<file path="config.mk">
export PLATFORM = sky130hd
export DESIGN_NAME = adc_offset_gain_correction
export DESIGN_NICKNAME = d
export VERILOG_FILES = /design/src/adc_correction_pkg.sv /design/src/adc_offset_gain_correction.sv
export SDC_FILE = /design/constraint.sdc
export NUM_CORES = 2
export LEC_CHECK = 0
export BUFFER_PORTS_ARGS = -buffer_cell sky130_fd_sc_hd__buf_2
export CAP_MARGIN = 0
export CORE_ASPECT_RATIO = 0.75
export CORE_MARGIN = 3
export CORE_UTILIZATION = 25
export CTS_BUF_LIST = sky130_fd_sc_hd__clkbuf_2
export CTS_CLUSTER_SIZE = 25
export DETAILED_ROUTE_END_ITERATION = 7
export PLACE_DENSITY = 0.44
export SYNTH_ARGS = -nofsm -noshare
export SYNTH_HDL_FRONTEND = slang
export SYNTH_SLANG_ARGS = --single-unit
</file>
<file path="constraint.sdc">
create_clock -name clk_in -period 7.8 [get_ports clk_in]
set_input_delay 1.17 -clock clk_in [delete_from_list [all_inputs] [get_ports clk_in]]
set_output_delay 1.17 -clock clk_in [all_outputs]
set_load 0.05 [all_outputs]
</file>
<file path="src/adc_correction_pkg.sv">
// constants for the offset/gain correction block and its register map
// assumes a 32-bit AHB-Lite bus with word-aligned single transfers
package adc_correction_pkg;

  // register byte offsets
  localparam logic [7:0] CUR_OFFSET_ADDR = 8'h00;
  localparam logic [7:0] CUR_GAIN_ADDR = 8'h04;
  localparam logic [7:0] CUR_RESULT_ADDR = 8'h08;
  localparam logic [7:0] VLT_OFFSET_ADDR = 8'h0C;
  localparam logic [7:0] VLT_GAIN_ADDR = 8'h10;
  localparam logic [7:0] VLT_RESULT_ADDR = 8'h14;
  localparam logic [7:0] TMP_OFFSET_ADDR = 8'h18;
  localparam logic [7:0] TMP_GAIN_ADDR = 8'h1C;
  localparam logic [7:0] TMP_RESULT_ADDR = 8'h20;
  localparam logic [7:0] FILTER_CONFIG_ADDR = 8'h24;
  localparam logic [7:0] CUR_CONTROL_ADDR = 8'h28;
  localparam logic [7:0] TMP_CONTROL_ADDR = 8'h2C;
  localparam logic [7:0] MODE_CONTROL_ADDR = 8'h30;
  localparam logic [7:0] STATUS_ADDR = 8'h34;

  // field positions
  localparam int CHOP_BIT = 15;
  localparam int SRC_POS_BIT = 14;
  localparam int SRC_NEG_BIT = 13;
  localparam int TEST_SEL_HI = 7;
  localparam int TEST_SEL_LO = 6;
  localparam int PGA_HI = 3;
  localparam int PGA_LO = 0;
  localparam int MODE_HI = 1;
  localparam int MODE_LO = 0;
  localparam int HALF_REF_BIT = 2;
  localparam int UNIPOLAR_BIT = 3;

  // reset values
  localparam logic [15:0] OFFSET_RESET = 16'h0000;
  localparam logic [15:0] NOMINAL_GAIN_VALUE = 16'h5555;
  localparam logic [15:0] GAIN_PGA1_RESET = 16'h5555;
  localparam logic [15:0] CONTROL_RESET = 16'h0000;

  // arithmetic figures
  localparam int GAIN_SHIFT = 14;
  localparam int FRAC_SHIFT = 8;
  localparam int OUT_SHIFT = GAIN_SHIFT + FRAC_SHIFT;
  localparam logic [1:0] TEST_SEL_REF136 = 2'b10;
  localparam logic [3:0] PGA_CODE_128 = 4'h7;
  localparam logic [3:0] PGA_CODE_512 = 4'h9;
  localparam logic [15:0] TEST_DIV_LOW_X16 = 16'h0880;
  localparam logic [15:0] TEST_DIV_STEP_X16 = 16'h0011;

  typedef enum logic [1:0] {
    MODE_NORMAL,
    MODE_LOW_POWER,
    MODE_LOW_POWER_PLUS,
    MODE_SPARE
  } power_mode_t;

  typedef enum logic [1:0] {
    CH_CURRENT,
    CH_VOLTAGE,
    CH_TEMPERATURE,
    CH_NONE
  } channel_t;

endpackage : adc_correction_pkg

</file>
<file path="src/adc_offset_gain_correction.sv">
// offset/gain correction datapath, diagnostics controls, AHB-Lite registers
// assumes the filter delivers one sample pulse at a time with its channel
//
// Operation
// - filter output is a signed fraction of about +/-0.75, with headroom.
// - offset coefficient is 16-bit two's complement, spanning +/-1.0.
// - positive offset subtracted, negative added; zero removes nothing.
// - corrected value is scaled by unsigned gain coefficient over 16384.
// - nominal gain 0x5555 maps +/-0.75 onto +/-1.0 full scale.
// - after scaling detect over/underflow, format, store the result.
// - reset loads the gain coefficient with the value for amplifier gain 1.
// - software may rewrite coefficients; datapath uses current values.
// - voltage and temperature: (input minus offset) times gain over 16384.
// - normal mode current offset factor 1, 2, 4 or 8 by amplifier gain.
// - low power uses gain 128 factor 32; low power plus factor 8.
// - low power modes double the factor with half-supply reference.
// - current control bits 14 and 13 switch the two test sources.
// - current test select 10 gives reference over 136, or 1.0625 times gain.
// - temperature control bits 14 and 13 switch its two test sources.
// - temperature test select 10 converts reference over 136.
// - open positive input with its source on saturates to 0x7FFF.
// - open negative or ground input with source on saturates to 0x8000.
// - filter configuration bit 15 enables chopping.
// - coefficient writes only while idle; calibration overwrites them.
//
// The placing of the registers and register access over AHB-Lite are this design's own decisions.
`timescale 1ns/10ps
module adc_offset_gain_correction (
  input wire logic clk_in,
  input wire logic reset_n_in,
  // AHB-Lite slave
  input wire logic hsel_in,
  input wire logic [31:0] haddr_in,
  input wire logic [1:0] htrans_in,
  input wire logic hwrite_in,
  input wire logic [2:0] hsize_in,
  input wire logic [31:0] hwdata_in,
  input wire logic hready_in,
  output logic [31:0] hrdata_out,
  output logic hreadyout_out,
  output logic hresp_out,
  // from the averaging stage
  input wire logic sample_valid_in,
  input wire logic [1:0] sample_channel_in,
  input wire logic signed [23:0] sample_data_in,
  input wire logic converter_busy_in,
  // calibration engine results
  input wire logic cal_valid_in,
  input wire logic [1:0] cal_channel_in,
  input wire logic cal_is_gain_in,
  input wire logic [15:0] cal_value_in,
  // analog controls
  output logic chop_enable_out,
  output logic [3:0] pga_gain_code_out,
  output logic current_source_pos_out,
  output logic current_source_neg_out,
  output logic current_test_ref_out,
  output logic [15:0] current_test_divisor_x16_out,
  output logic temperature_source_pos_out,
  output logic switched_ground_source_out,
  output logic temperature_test_ref_out,
  output logic result_valid_out
);

  // offset factor as a left shift, by mode and amplifier code
  function automatic logic [2:0] k_shift(input logic [1:0] mode,
                                         input logic [3:0] pga,
                                         input logic half_ref);
    logic [2:0] k;
    k = 3'h0;
    case (mode)
      adc_correction_pkg::MODE_LOW_POWER: begin
        k = half_ref ? 3'h6 : 3'h5;
      end
      adc_correction_pkg::MODE_LOW_POWER_PLUS: begin
        k = half_ref ? 3'h4 : 3'h3;
      end
      default: begin
        case (pga)
          4'h1: k = 3'h1;
          4'h7: k = 3'h1;
          4'h8: k = 3'h2;
          4'h9: k = 3'h3;
          default: k = 3'h0;
        endcase
      end
    endcase
    return k;
  endfunction : k_shift

  // byte address to channel slot of the coefficient/result blocks
  function automatic logic [1:0] slot_of(input logic [7:0] a);
    logic [1:0] s;
    s = 2'h3;
    if (a < adc_correction_pkg::VLT_OFFSET_ADDR) begin
      s = 2'h0;
    end else if (a < adc_correction_pkg::TMP_OFFSET_ADDR) begin
      s = 2'h1;
    end else if (a <= adc_correction_pkg::TMP_RESULT_ADDR) begin
      s = 2'h2;
    end
    return s;
  endfunction : slot_of

  logic [15:0] offset_coef [3];
  logic [15:0] gain_coef [3];
  logic [15:0] result [3];
  logic [15:0] filter_config;
  logic [15:0] current_channel_control;
  logic [15:0] temperature_channel_control;
  logic [3:0] mode_control;
  logic [2:0] overflow_flag;
  logic [2:0] underflow_flag;
  logic [2:0] ready_flag;

  // bus address phase capture
  logic wr_pending;
  logic [7:0] wr_addr;
  wire logic bus_take = hsel_in && htrans_in[1] && hready_in;
  wire logic [7:0] bus_addr = haddr_in[7:0];
  wire logic [1:0] wr_slot = slot_of(wr_addr);
  wire logic [1:0] rd_slot = slot_of(bus_addr);
  wire logic [7:0] wr_local = wr_addr - 8'(12 * wr_slot);
  wire logic [7:0] rd_local = bus_addr - 8'(12 * rd_slot);
  wire logic wr_coef = wr_pending && (wr_slot != 2'h3);
  wire logic wr_offset = wr_coef && (wr_local == 8'h00);
  wire logic wr_gain = wr_coef && (wr_local == 8'h04);
  wire logic coef_write_ok = !converter_busy_in;
  wire logic wr_status = wr_pending &&
    (wr_addr == adc_correction_pkg::STATUS_ADDR);
  wire logic [2:0] clr_ovf = wr_status ? hwdata_in[2:0] : 3'h0;
  wire logic [2:0] clr_unf = wr_status ? hwdata_in[6:4] : 3'h0;
  wire logic [2:0] clr_rdy = wr_status ? hwdata_in[10:8] : 3'h0;

  logic [31:0] next_rdata;
  always_comb begin
    next_rdata = 32'h0000_0000;
    if (rd_slot != 2'h3) begin
      case (rd_local)
        8'h00: next_rdata = {16'h0000, offset_coef[rd_slot]};
        8'h04: next_rdata = {16'h0000, gain_coef[rd_slot]};
        8'h08: next_rdata = {16'h0000, result[rd_slot]};
        default: next_rdata = 32'h0000_0000;
      endcase
    end else begin
      case (bus_addr)
        adc_correction_pkg::FILTER_CONFIG_ADDR:
          next_rdata = {16'h0000, filter_config};
        adc_correction_pkg::CUR_CONTROL_ADDR:
          next_rdata = {16'h0000, current_channel_control};
        adc_correction_pkg::TMP_CONTROL_ADDR:
          next_rdata = {16'h0000, temperature_channel_control};
        adc_correction_pkg::MODE_CONTROL_ADDR:
          next_rdata = {28'h0000000, mode_control};
        adc_correction_pkg::STATUS_ADDR:
          next_rdata = {21'h000000, ready_flag, 1'b0, underflow_flag,
                        1'b0, overflow_flag};
        default: next_rdata = 32'h0000_0000;
      endcase
    end
  end

  always_ff @(posedge clk_in or negedge reset_n_in) begin
    if (!reset_n_in) begin
      wr_pending <= 1'b0;
      wr_addr <= 8'h00;
      hrdata_out <= 32'h0000_0000;
    end else begin
      wr_pending <= bus_take && hwrite_in;
      wr_addr <= bus_addr;
      if (bus_take && !hwrite_in) begin
        hrdata_out <= next_rdata;
      end
    end
  end

  assign hreadyout_out = 1'b1;
  assign hresp_out = 1'b0;

  // control registers
  always_ff @(posedge clk_in or negedge reset_n_in) begin
    if (!reset_n_in) begin
      filter_config <= adc_correction_pkg::CONTROL_RESET;
      current_channel_control <= adc_correction_pkg::CONTROL_RESET;
      temperature_channel_control <= adc_correction_pkg::CONTROL_RESET;
      mode_control <= 4'h0;
    end else if (wr_pending) begin
      case (wr_addr)
        adc_correction_pkg::FILTER_CONFIG_ADDR:
          filter_config <= hwdata_in[15:0];
        adc_correction_pkg::CUR_CONTROL_ADDR:
          current_channel_control <= hwdata_in[15:0];
        adc_correction_pkg::TMP_CONTROL_ADDR:
          temperature_channel_control <= hwdata_in[15:0];
        adc_correction_pkg::MODE_CONTROL_ADDR:
          mode_control <= hwdata_in[3:0];
        default: mode_control <= mode_control;
      endcase
    end
  end

  // coefficients: calibration result beats a bus write in the same cycle
  always_ff @(posedge clk_in or negedge reset_n_in) begin
    if (!reset_n_in) begin
      for (int i = 0; i < 3; i++) begin
        offset_coef[i] <= adc_correction_pkg::OFFSET_RESET;
        gain_coef[i] <= adc_correction_pkg::GAIN_PGA1_RESET;
      end
    end else begin
      if (wr_offset && coef_write_ok) begin
        offset_coef[wr_slot] <= hwdata_in[15:0];
      end
      if (wr_gain && coef_write_ok) begin
        gain_coef[wr_slot] <= hwdata_in[15:0];
      end
      if (cal_valid_in && cal_channel_in != 2'h3) begin
        if (cal_is_gain_in) begin
          gain_coef[cal_channel_in] <= cal_value_in;
        end else begin
          offset_coef[cal_channel_in] <= cal_value_in;
        end
      end
    end
  end

  // effective mode and amplifier setting
  wire logic [1:0] power_mode =
    mode_control[adc_correction_pkg::MODE_HI:adc_correction_pkg::MODE_LO];
  wire logic half_ref = mode_control[adc_correction_pkg::HALF_REF_BIT];
  wire logic unipolar = mode_control[adc_correction_pkg::UNIPOLAR_BIT];
  wire logic low_power = (power_mode == adc_correction_pkg::MODE_LOW_POWER);
  wire logic [3:0] pga_field = current_channel_control[
    adc_correction_pkg::PGA_HI:adc_correction_pkg::PGA_LO];
  wire logic [3:0] pga_code = low_power ? adc_correction_pkg::PGA_CODE_128 :
    (pga_field > adc_correction_pkg::PGA_CODE_512) ?
    adc_correction_pkg::PGA_CODE_512 : pga_field;
  wire logic [2:0] cur_k = k_shift(power_mode, pga_code, half_ref);

  // stage A: offset removal at 34-bit precision
  wire logic [1:0] a_chan = sample_channel_in;
  wire logic [15:0] a_off = offset_coef[(a_chan == 2'h3) ? 2'h0 : a_chan];
  wire logic [2:0] a_k = (a_chan == adc_correction_pkg::CH_CURRENT) ?
    cur_k : 3'h0;
  wire logic signed [33:0] a_in = 34'(sample_data_in);
  wire logic signed [33:0] a_off_ext = 34'(signed'(a_off));
  wire logic signed [33:0] a_off_scaled =
    a_off_ext <<< (adc_correction_pkg::FRAC_SHIFT + int'(a_k));
  wire logic signed [33:0] next_diff = a_in - a_off_scaled;

  logic signed [33:0] diff;
  logic [1:0] diff_chan;
  logic diff_valid;
  always_ff @(posedge clk_in or negedge reset_n_in) begin
    if (!reset_n_in) begin
      diff <= '0;
      diff_chan <= 2'h0;
      diff_valid <= 1'b0;
    end else begin
      diff <= next_diff;
      diff_chan <= a_chan;
      diff_valid <= sample_valid_in && (a_chan != 2'h3);
    end
  end

  // stage B: gain over 16384 with a single rounding
  wire logic [15:0] b_gain = gain_coef[(diff_chan == 2'h3) ? 2'h0 : diff_chan];
  wire logic signed [50:0] b_prod =
    51'(diff) * 51'(signed'({1'b0, b_gain}));
  wire logic signed [50:0] b_round = 51'(1) <<<
    (adc_correction_pkg::OUT_SHIFT - 1);
  wire logic signed [50:0] b_sum = b_prod + b_round;
  wire logic signed [28:0] next_scaled = 29'(b_sum >>>
    adc_correction_pkg::OUT_SHIFT);

  logic signed [28:0] scaled;
  logic [1:0] scaled_chan;
  logic scaled_valid;
  always_ff @(posedge clk_in or negedge reset_n_in) begin
    if (!reset_n_in) begin
      scaled <= '0;
      scaled_chan <= 2'h0;
      scaled_valid <= 1'b0;
    end else begin
      scaled <= next_scaled;
      scaled_chan <= diff_chan;
      scaled_valid <= diff_valid;
    end
  end

  // stage C: clamp once, then format
  wire logic c_over = scaled > 29'sd32767;
  wire logic c_under = scaled < -29'sd32768;
  wire logic [15:0] c_clamped = c_over ? 16'h7FFF :
    c_under ? 16'h8000 : scaled[15:0];
  wire logic [15:0] c_formatted = unipolar ?
    {~c_clamped[15], c_clamped[14:0]} : c_clamped;

  always_ff @(posedge clk_in or negedge reset_n_in) begin
    if (!reset_n_in) begin
      for (int i = 0; i < 3; i++) begin
        result[i] <= 16'h0000;
      end
      overflow_flag <= 3'h0;
      underflow_flag <= 3'h0;
      ready_flag <= 3'h0;
      result_valid_out <= 1'b0;
    end else begin
      result_valid_out <= scaled_valid;
      // hardware set wins over a software clear in the same cycle
      for (int i = 0; i < 3; i++) begin
        if (scaled_valid && scaled_chan == 2'(i)) begin
          result[i] <= c_formatted;
          ready_flag[i] <= 1'b1;
          overflow_flag[i] <= c_over | (overflow_flag[i] & ~clr_ovf[i]);
          underflow_flag[i] <= c_under | (underflow_flag[i] & ~clr_unf[i]);
        end else begin
          ready_flag[i] <= ready_flag[i] & ~clr_rdy[i];
          overflow_flag[i] <= overflow_flag[i] & ~clr_ovf[i];
          underflow_flag[i] <= underflow_flag[i] & ~clr_unf[i];
        end
      end
    end
  end

  // analog and diagnostic controls
  wire logic [1:0] cur_test_sel = current_channel_control[
    adc_correction_pkg::TEST_SEL_HI:adc_correction_pkg::TEST_SEL_LO];
  wire logic [1:0] tmp_test_sel = temperature_channel_control[
    adc_correction_pkg::TEST_SEL_HI:adc_correction_pkg::TEST_SEL_LO];

  assign chop_enable_out =
    filter_config[adc_correction_pkg::CHOP_BIT];
  assign pga_gain_code_out = pga_code;
  assign current_source_pos_out =
    current_channel_control[adc_correction_pkg::SRC_POS_BIT];
  assign current_source_neg_out =
    current_channel_control[adc_correction_pkg::SRC_NEG_BIT];
  assign current_test_ref_out =
    (cur_test_sel == adc_correction_pkg::TEST_SEL_REF136);
  assign current_test_divisor_x16_out =
    (pga_code <= adc_correction_pkg::PGA_CODE_128) ?
    adc_correction_pkg::TEST_DIV_LOW_X16 :
    (adc_correction_pkg::TEST_DIV_STEP_X16 << pga_code);
  assign temperature_source_pos_out =
    temperature_channel_control[adc_correction_pkg::SRC_POS_BIT];
  assign switched_ground_source_out =
    temperature_channel_control[adc_correction_pkg::SRC_NEG_BIT];
  assign temperature_test_ref_out =
    (tmp_test_sel == adc_correction_pkg::TEST_SEL_REF136);

endmodule : adc_offset_gain_correction

</file>
==> Yosys cells after proc, flatten, opt, wreduce, memory -nomap -nowiden <==
Index checks and enable logic that the tools add are counted.
{ "op_classes": {"addsub": 5, "multipliers": 3, "n_lt_le_gt_ge": 17, "n_eq_ne": 29, "n_shift": 2, "mux": 63, "bitwise_logic": 30, "n_reduce_logical": 28} }
{ "op_table": {"columns": ["cell", "n"], "rows": [
  ["48-bit 2-to-1 mux", 6],
  ["16-bit 2-to-1 mux", 16],
  ["48-bit bitwise mux", 4],
  ["16-bit binary-select mux with 2-bit select", 5],
  ["8-bit by 6-bit == test with 1-bit output, second input constant", 10],
  ["16-bit one-hot mux with 5 select lines", 1],
  ["16-bit demux with 2-bit select", 2],
  ["51-bit by 23-bit adder with 51-bit output, second input constant", 1],
  ["34-bit by 17-bit multiplier with 51-bit output", 1],
  ["16-bit one-hot mux with 3 select lines", 1],
  ["16-bit by 5-bit <<< shifter with 34-bit output", 1],
  ["24-bit by 34-bit subtractor with 34-bit output", 1],
  ["32-bit 2-to-1 mux", 1],
  ["29-bit by 16-bit greater-than comparator with 1-bit output, second input constant", 1],
  ["29-bit by 16-bit less-than comparator with 1-bit output, second input constant", 1],
  ["1-bit logical AND", 17],
  ["8-bit by 3-bit == test with 1-bit output, second input constant", 2],
  ["8-bit by 6-bit less-or-equal comparator with 1-bit output, second input constant", 2],
  ["8-bit zero test", 2],
  ["8-bit by 4-bit less-than comparator with 1-bit output, second input constant", 2],
  ["8-bit by 5-bit less-than comparator with 1-bit output, second input constant", 2],
  ["5-bit by 4-bit left shift with 16-bit output, first input constant", 1],
  ["8-bit by 6-bit subtractor with 8-bit output", 2],
  ["3-bit greater-or-equal comparator, second input constant", 5],
  ["26 further kinds", 90]
]} }
{ "totals": {"ff_bits": 316, "in_bits": 122, "output_inout_bits": 62, "wordCells": 203} }

==> Depth between registers and ports, before layout <==
{ "depth": {"depth_word": 14, "mapped_depth": 30, "depth_no_buf": 26} }

==> Worst setup path before layout <==
OpenSTA, ideal clock, no wires.
{ "synth_timing": {"path_kind": "register -> register", "from": "register diff_chan[0]", "to": "register scaled[17]", "setup_time_ps": 130, "t_arrival_ps": 6867, "required_ps": 7670, "path_slack_ps": 803, "path_stages_with_launch": 27, "period_less_slack_ps": 6997, "cell_sequence": "dfrtp_1 -> buf_2 -> xor2_2 -> clkbuf_1 -> nor2_1 -> nor2_1 -> clkbuf_1 -> nand2_1 -> fa_1 -> inv_1 -> fa_1 -> inv_1 -> fa_1 -> inv_1 -> fa_1 -> fa_1 -> fa_1 -> ha_1 -> nand2_1 -> or3_1 -> or4_1 -> o21ai_2 -> a31oi_4 -> a21oi_4 -> a41o_2 -> a21oi_2 -> xnor2_1"} }
{ "synth_via": {"elab_chain_cells": 8} }
{ "synth_lines": {"columns": ["item", "line", "rtl"], "rows": [
  ["start: declaration", "adc_offset_gain_correction.sv:251", "logic [1:0] diff_chan;"],
  ["start signal: assignment", "adc_offset_gain_correction.sv:260", "diff_chan <= a_chan;"],
  ["2-bit == test", "adc_offset_gain_correction.sv:266", "wire logic [15:0] b_gain = gain_coef[(diff_chan == 2'h3) ? 2'h0 : diff_chan];"],
  ["2-bit 2-to-1 mux *", "adc_offset_gain_correction.sv:266", null],
  ["2-bit NOT with 3-bit output *", "adc_offset_gain_correction.sv:266", null],
  ["16-bit binary-select mux with 2-bit select *", "adc_offset_gain_correction.sv:266", null],
  ["16-bit 2-to-1 mux * (2 in series)", "adc_offset_gain_correction.sv:266", null],
  ["34-bit by 17-bit multiplier with 51-bit output *", "adc_offset_gain_correction.sv:268", "51'(diff) * 51'(signed'({1'b0, b_gain}));"],
  ["51-bit by 23-bit adder with 51-bit output *", "adc_offset_gain_correction.sv:271", "wire logic signed [50:0] b_sum = b_prod + b_round;"],
  ["net b_sum[39]", "adc_offset_gain_correction.sv:271", null],
  ["end signal: assignment", "adc_offset_gain_correction.sv:284", "scaled <= next_scaled;"],
  ["end: declaration", "adc_offset_gain_correction.sv:275", "logic signed [28:0] scaled;"]
]} }
Mark *: on every way through the listed nets, which the timed path passes. The rest lies on a longest branch. The select of a mux whose other input is x is not followed.
A chain may end at the register's enable or synchronous reset.

==> Final worst setup path <==
{ "layout_timing": {"from": "register diff_chan[1]", "to": "register scaled[28]"} }
Same word-level chain as after synthesis.

==> run metrics <==
status=complete, no violations; vias in the first global route=27,100; Reg2Reg Depth=26; hold_buf cts=13; Final setup viols=0; min cycle time layout=7.51 ns; antenna-violating nets left=0; Initial DRC Count=1,691; final core utilization=28.0%; hold_sp=htrans_in[1]; clk slew on worst S/H paths=0.11 ns; most frequent cells in the layout=inv_1 (631), fa_1 (518), nand2_1 (441); syn_area_per_cell=9.37 um^2; RR Startpoint=diff_chan[1]; GR Util All Layers=15.9%; fmax=0.133 GHz; WHS Endpoint=wr_pending; share of layout cells above drive strength 1=12.5%; top_reg_cell synth=dfrtp_1; Avg WL per Cell=19.5 um; first-pass GRT wire length=174,000 um; vias=26,000; Total Wirelength=112,000 um; area of the multi-input gates=24,400 um^2; fin crit share=96.3%; IO Pins=184; clk sink count=300; Least-Margin Pin Slew=1.22 ns; nets=4,654; number of port buffers=111; Clock Skew=0.126 ns; vias per cell=4.52; GR Overflow Total=0; HP Class=primary input to register; drt pass-1 iters=5; Mapped Cells=3,743; Hold Path Depth=2; CP max FO=34; Starting Density=25.3%; HPWL Detailed=85,600 um; Root Buffer=clkbuf_2; CP arrival=8.63 ns; reg2reg setup slack=0.29 ns; CTS buffer count=80; GPL Wtd Cong=0.832; max cap viols=0; CTS H-Tree Depth=3; setup_tns=0 ns; crit path launch type=register; Slew Limit Headroom=18.4%; FF-to-FF End=scaled[28]; Warnings, synthesis=0; Fillers=14,800; Critical Path RT=8.92 ns; Sequential Area=7540 um^2; number of flops mapped to enable cells by yosys=0; CTS tree=done; chip width=438 um; Synth Cell Area=35,100 um^2; fin. max-slew vios=0; largest net degree at the start of global routing=111; Seq/Total Area, Yosys=21.5%; synth-to-layout area growth=10.8%; core area=139,000 um^2; Yosys cell types=91; Post-synth ARST share=100%; die area=145,000 um^2; Remaining DRCs=0; antenna violations before repair=8; clk buf depth=3; most common library cell in the layout ignoring fill and taps=inv_1; Synth Register Bits=300; Rows=118; CTS resizes=0; Fin. Hold Viols=0; Worst-Skew Late Latency=1.23 ns; WS Path Type=register to register; die height=330 um; setup repair after global routing missed its margin=no; Worst Setup End Kind=register; post-CTS setup buffer count=0
==> metrics by stage <==
step                setup slack [ns]  area (um^2)  hold WS (ns)  std cells
floorplan                      0.803        35200         0.331       3769
global placement               0.255        38000         0.384       5592
detailed placement             0.295        38000         0.380       5592
CTS                            0.395        38800        0.0170       5750
global route                  0.0173        38900        0.0912       5756
finish                         0.292        38900         0.222       5757
==> worst max-delay path: stages (launching register included) <==
cell and delay [ns]:
dfrtp_1 0.35, buf_4 0.23, nand2b_1 0.31, buf_4 0.30, o22ai_1 0.17, nor2_2 0.08
buf_12 0.18, and2_1 0.20, fa_1 0.51, inv_1 0.06, fa_1 0.49, fa_1 0.51
inv_1 0.05, fa_1 0.59, fa_1 0.46, fa_1 0.47, ha_1 0.31, nand2_1 0.08
or3_1 0.40, or4_1 0.43, o21ai_2 0.18, buf_12 0.16, a31oi_4 0.10, o2bb2ai_1 0.24
a21oi_2 0.28, a21oi_1 0.12, xnor2_1 0.12
==> cell type report <==
cell class	count	share of cell area, %
Clock inverter	21	0.280
Multi-Input combinational cell	2603	62.7
Clock buffer	124	1.60
Antenna cell	7	0.0451
Sequential cell	300	19.4
Inverter	633	6.11
Timing Repair Buffer	209	3.91
Tap cell	1860	5.99
==> synthesized netlist by cell type (all sizes together) (4+ instances only) <==
library cell | number | area (um^2)
nand2 | 442 | 1660
mux2i | 149 | 1490
o21bai | 6 | 48.8
xnor2 | 39 | 342
nor3 | 31 | 155
or3 | 5 | 31.3
dfrtp | 276 | 6910
nand2b | 11 | 68.8
a21oi | 169 | 868
o31ai | 4 | 30.0
a31oi | 11 | 90.1
o22ai | 25 | 156
buf | 59 | 367
a21o | 23 | 173
o22a | 5 | 43.8
dfstp | 24 | 631
nand4 | 10 | 62.6
xor2 | 13 | 121
nor2 | 137 | 514
and2 | 297 | 1860
o21a | 19 | 143
a221oi | 25 | 219
clkbuf | 174 | 653
nor3b | 6 | 45.0
nor2b | 31 | 194
nand3 | 28 | 140
a211oi | 26 | 208
a221o | 12 | 120
and3 | 11 | 68.8
ha | 187 | 2340
o21ai | 156 | 796
nor4 | 7 | 50.1
or4 | 4 | 30.0
a22o | 13 | 114
mux2 | 83 | 935
fa | 518 | 10400
nand4b | 4 | 35.0
a22oi | 17 | 128
inv | 632 | 2370
==> worst max path at each step <==
stage                 start    endpoint  slack (ns)  cells after the start
3_5_place_dp   diff_chan[1]  scaled[28]        0.30                     26
4_1_cts        diff_chan[1]  scaled[26]        0.39                     23
2_1_floorplan  diff_chan[0]  scaled[17]        0.80                     26
5_1_grt        diff_chan[1]  scaled[28]        0.02                     26
6_report       diff_chan[1]  scaled[28]        0.29                     26
3_3_place_gp   diff_chan[1]  scaled[28]        0.26                     26
==> logic make-up (layout without fill, tap and decap cells) <==
logic type               after synthesis  after routing  share of synthesized area (%)
multiplexers                         232            232                           6.92
adder cells (fa/ha/maj)              705            705                           36.2
buffers and inverters                866            987                           9.68
other                                  2             35                         0.0214
AO/OA/AOI/OAI                        549            549                           10.0
XOR/XNOR                              52             52                           1.32
flip-flops                           300            300                           21.5
AND/OR/NAND/NOR                     1037           1037                           14.3
==> metal layers <==
metal	GRT usage (%)	wire length, um	vias to the layer above
li1	-	-	12000
met3	3.07	7610	95
met4	3.20	1360	0
met2	22.5	46000	680
met5	0	0	-
met1	24.7	57200	13200
==> registers in the layout (all words and copies together) (netlist names) <==
register	cells
current_channel_control	16
diff	34
diff_chan	2
diff_valid	1
filter_config	16
gain_coef	48
hrdata_out	16
mode_control	4
offset_coef	48
overflow_flag	3
ready_flag	3
result	48
result_valid_out	1
scaled	29
scaled_chan	2
scaled_valid	1
temperature_channel_control	16
underflow_flag	3
wr_addr	8
wr_pending	1
Power is left out: the tool's default activity adds up to more than one toggle a clock period on the data nets, which glitch-free logic cannot reach.
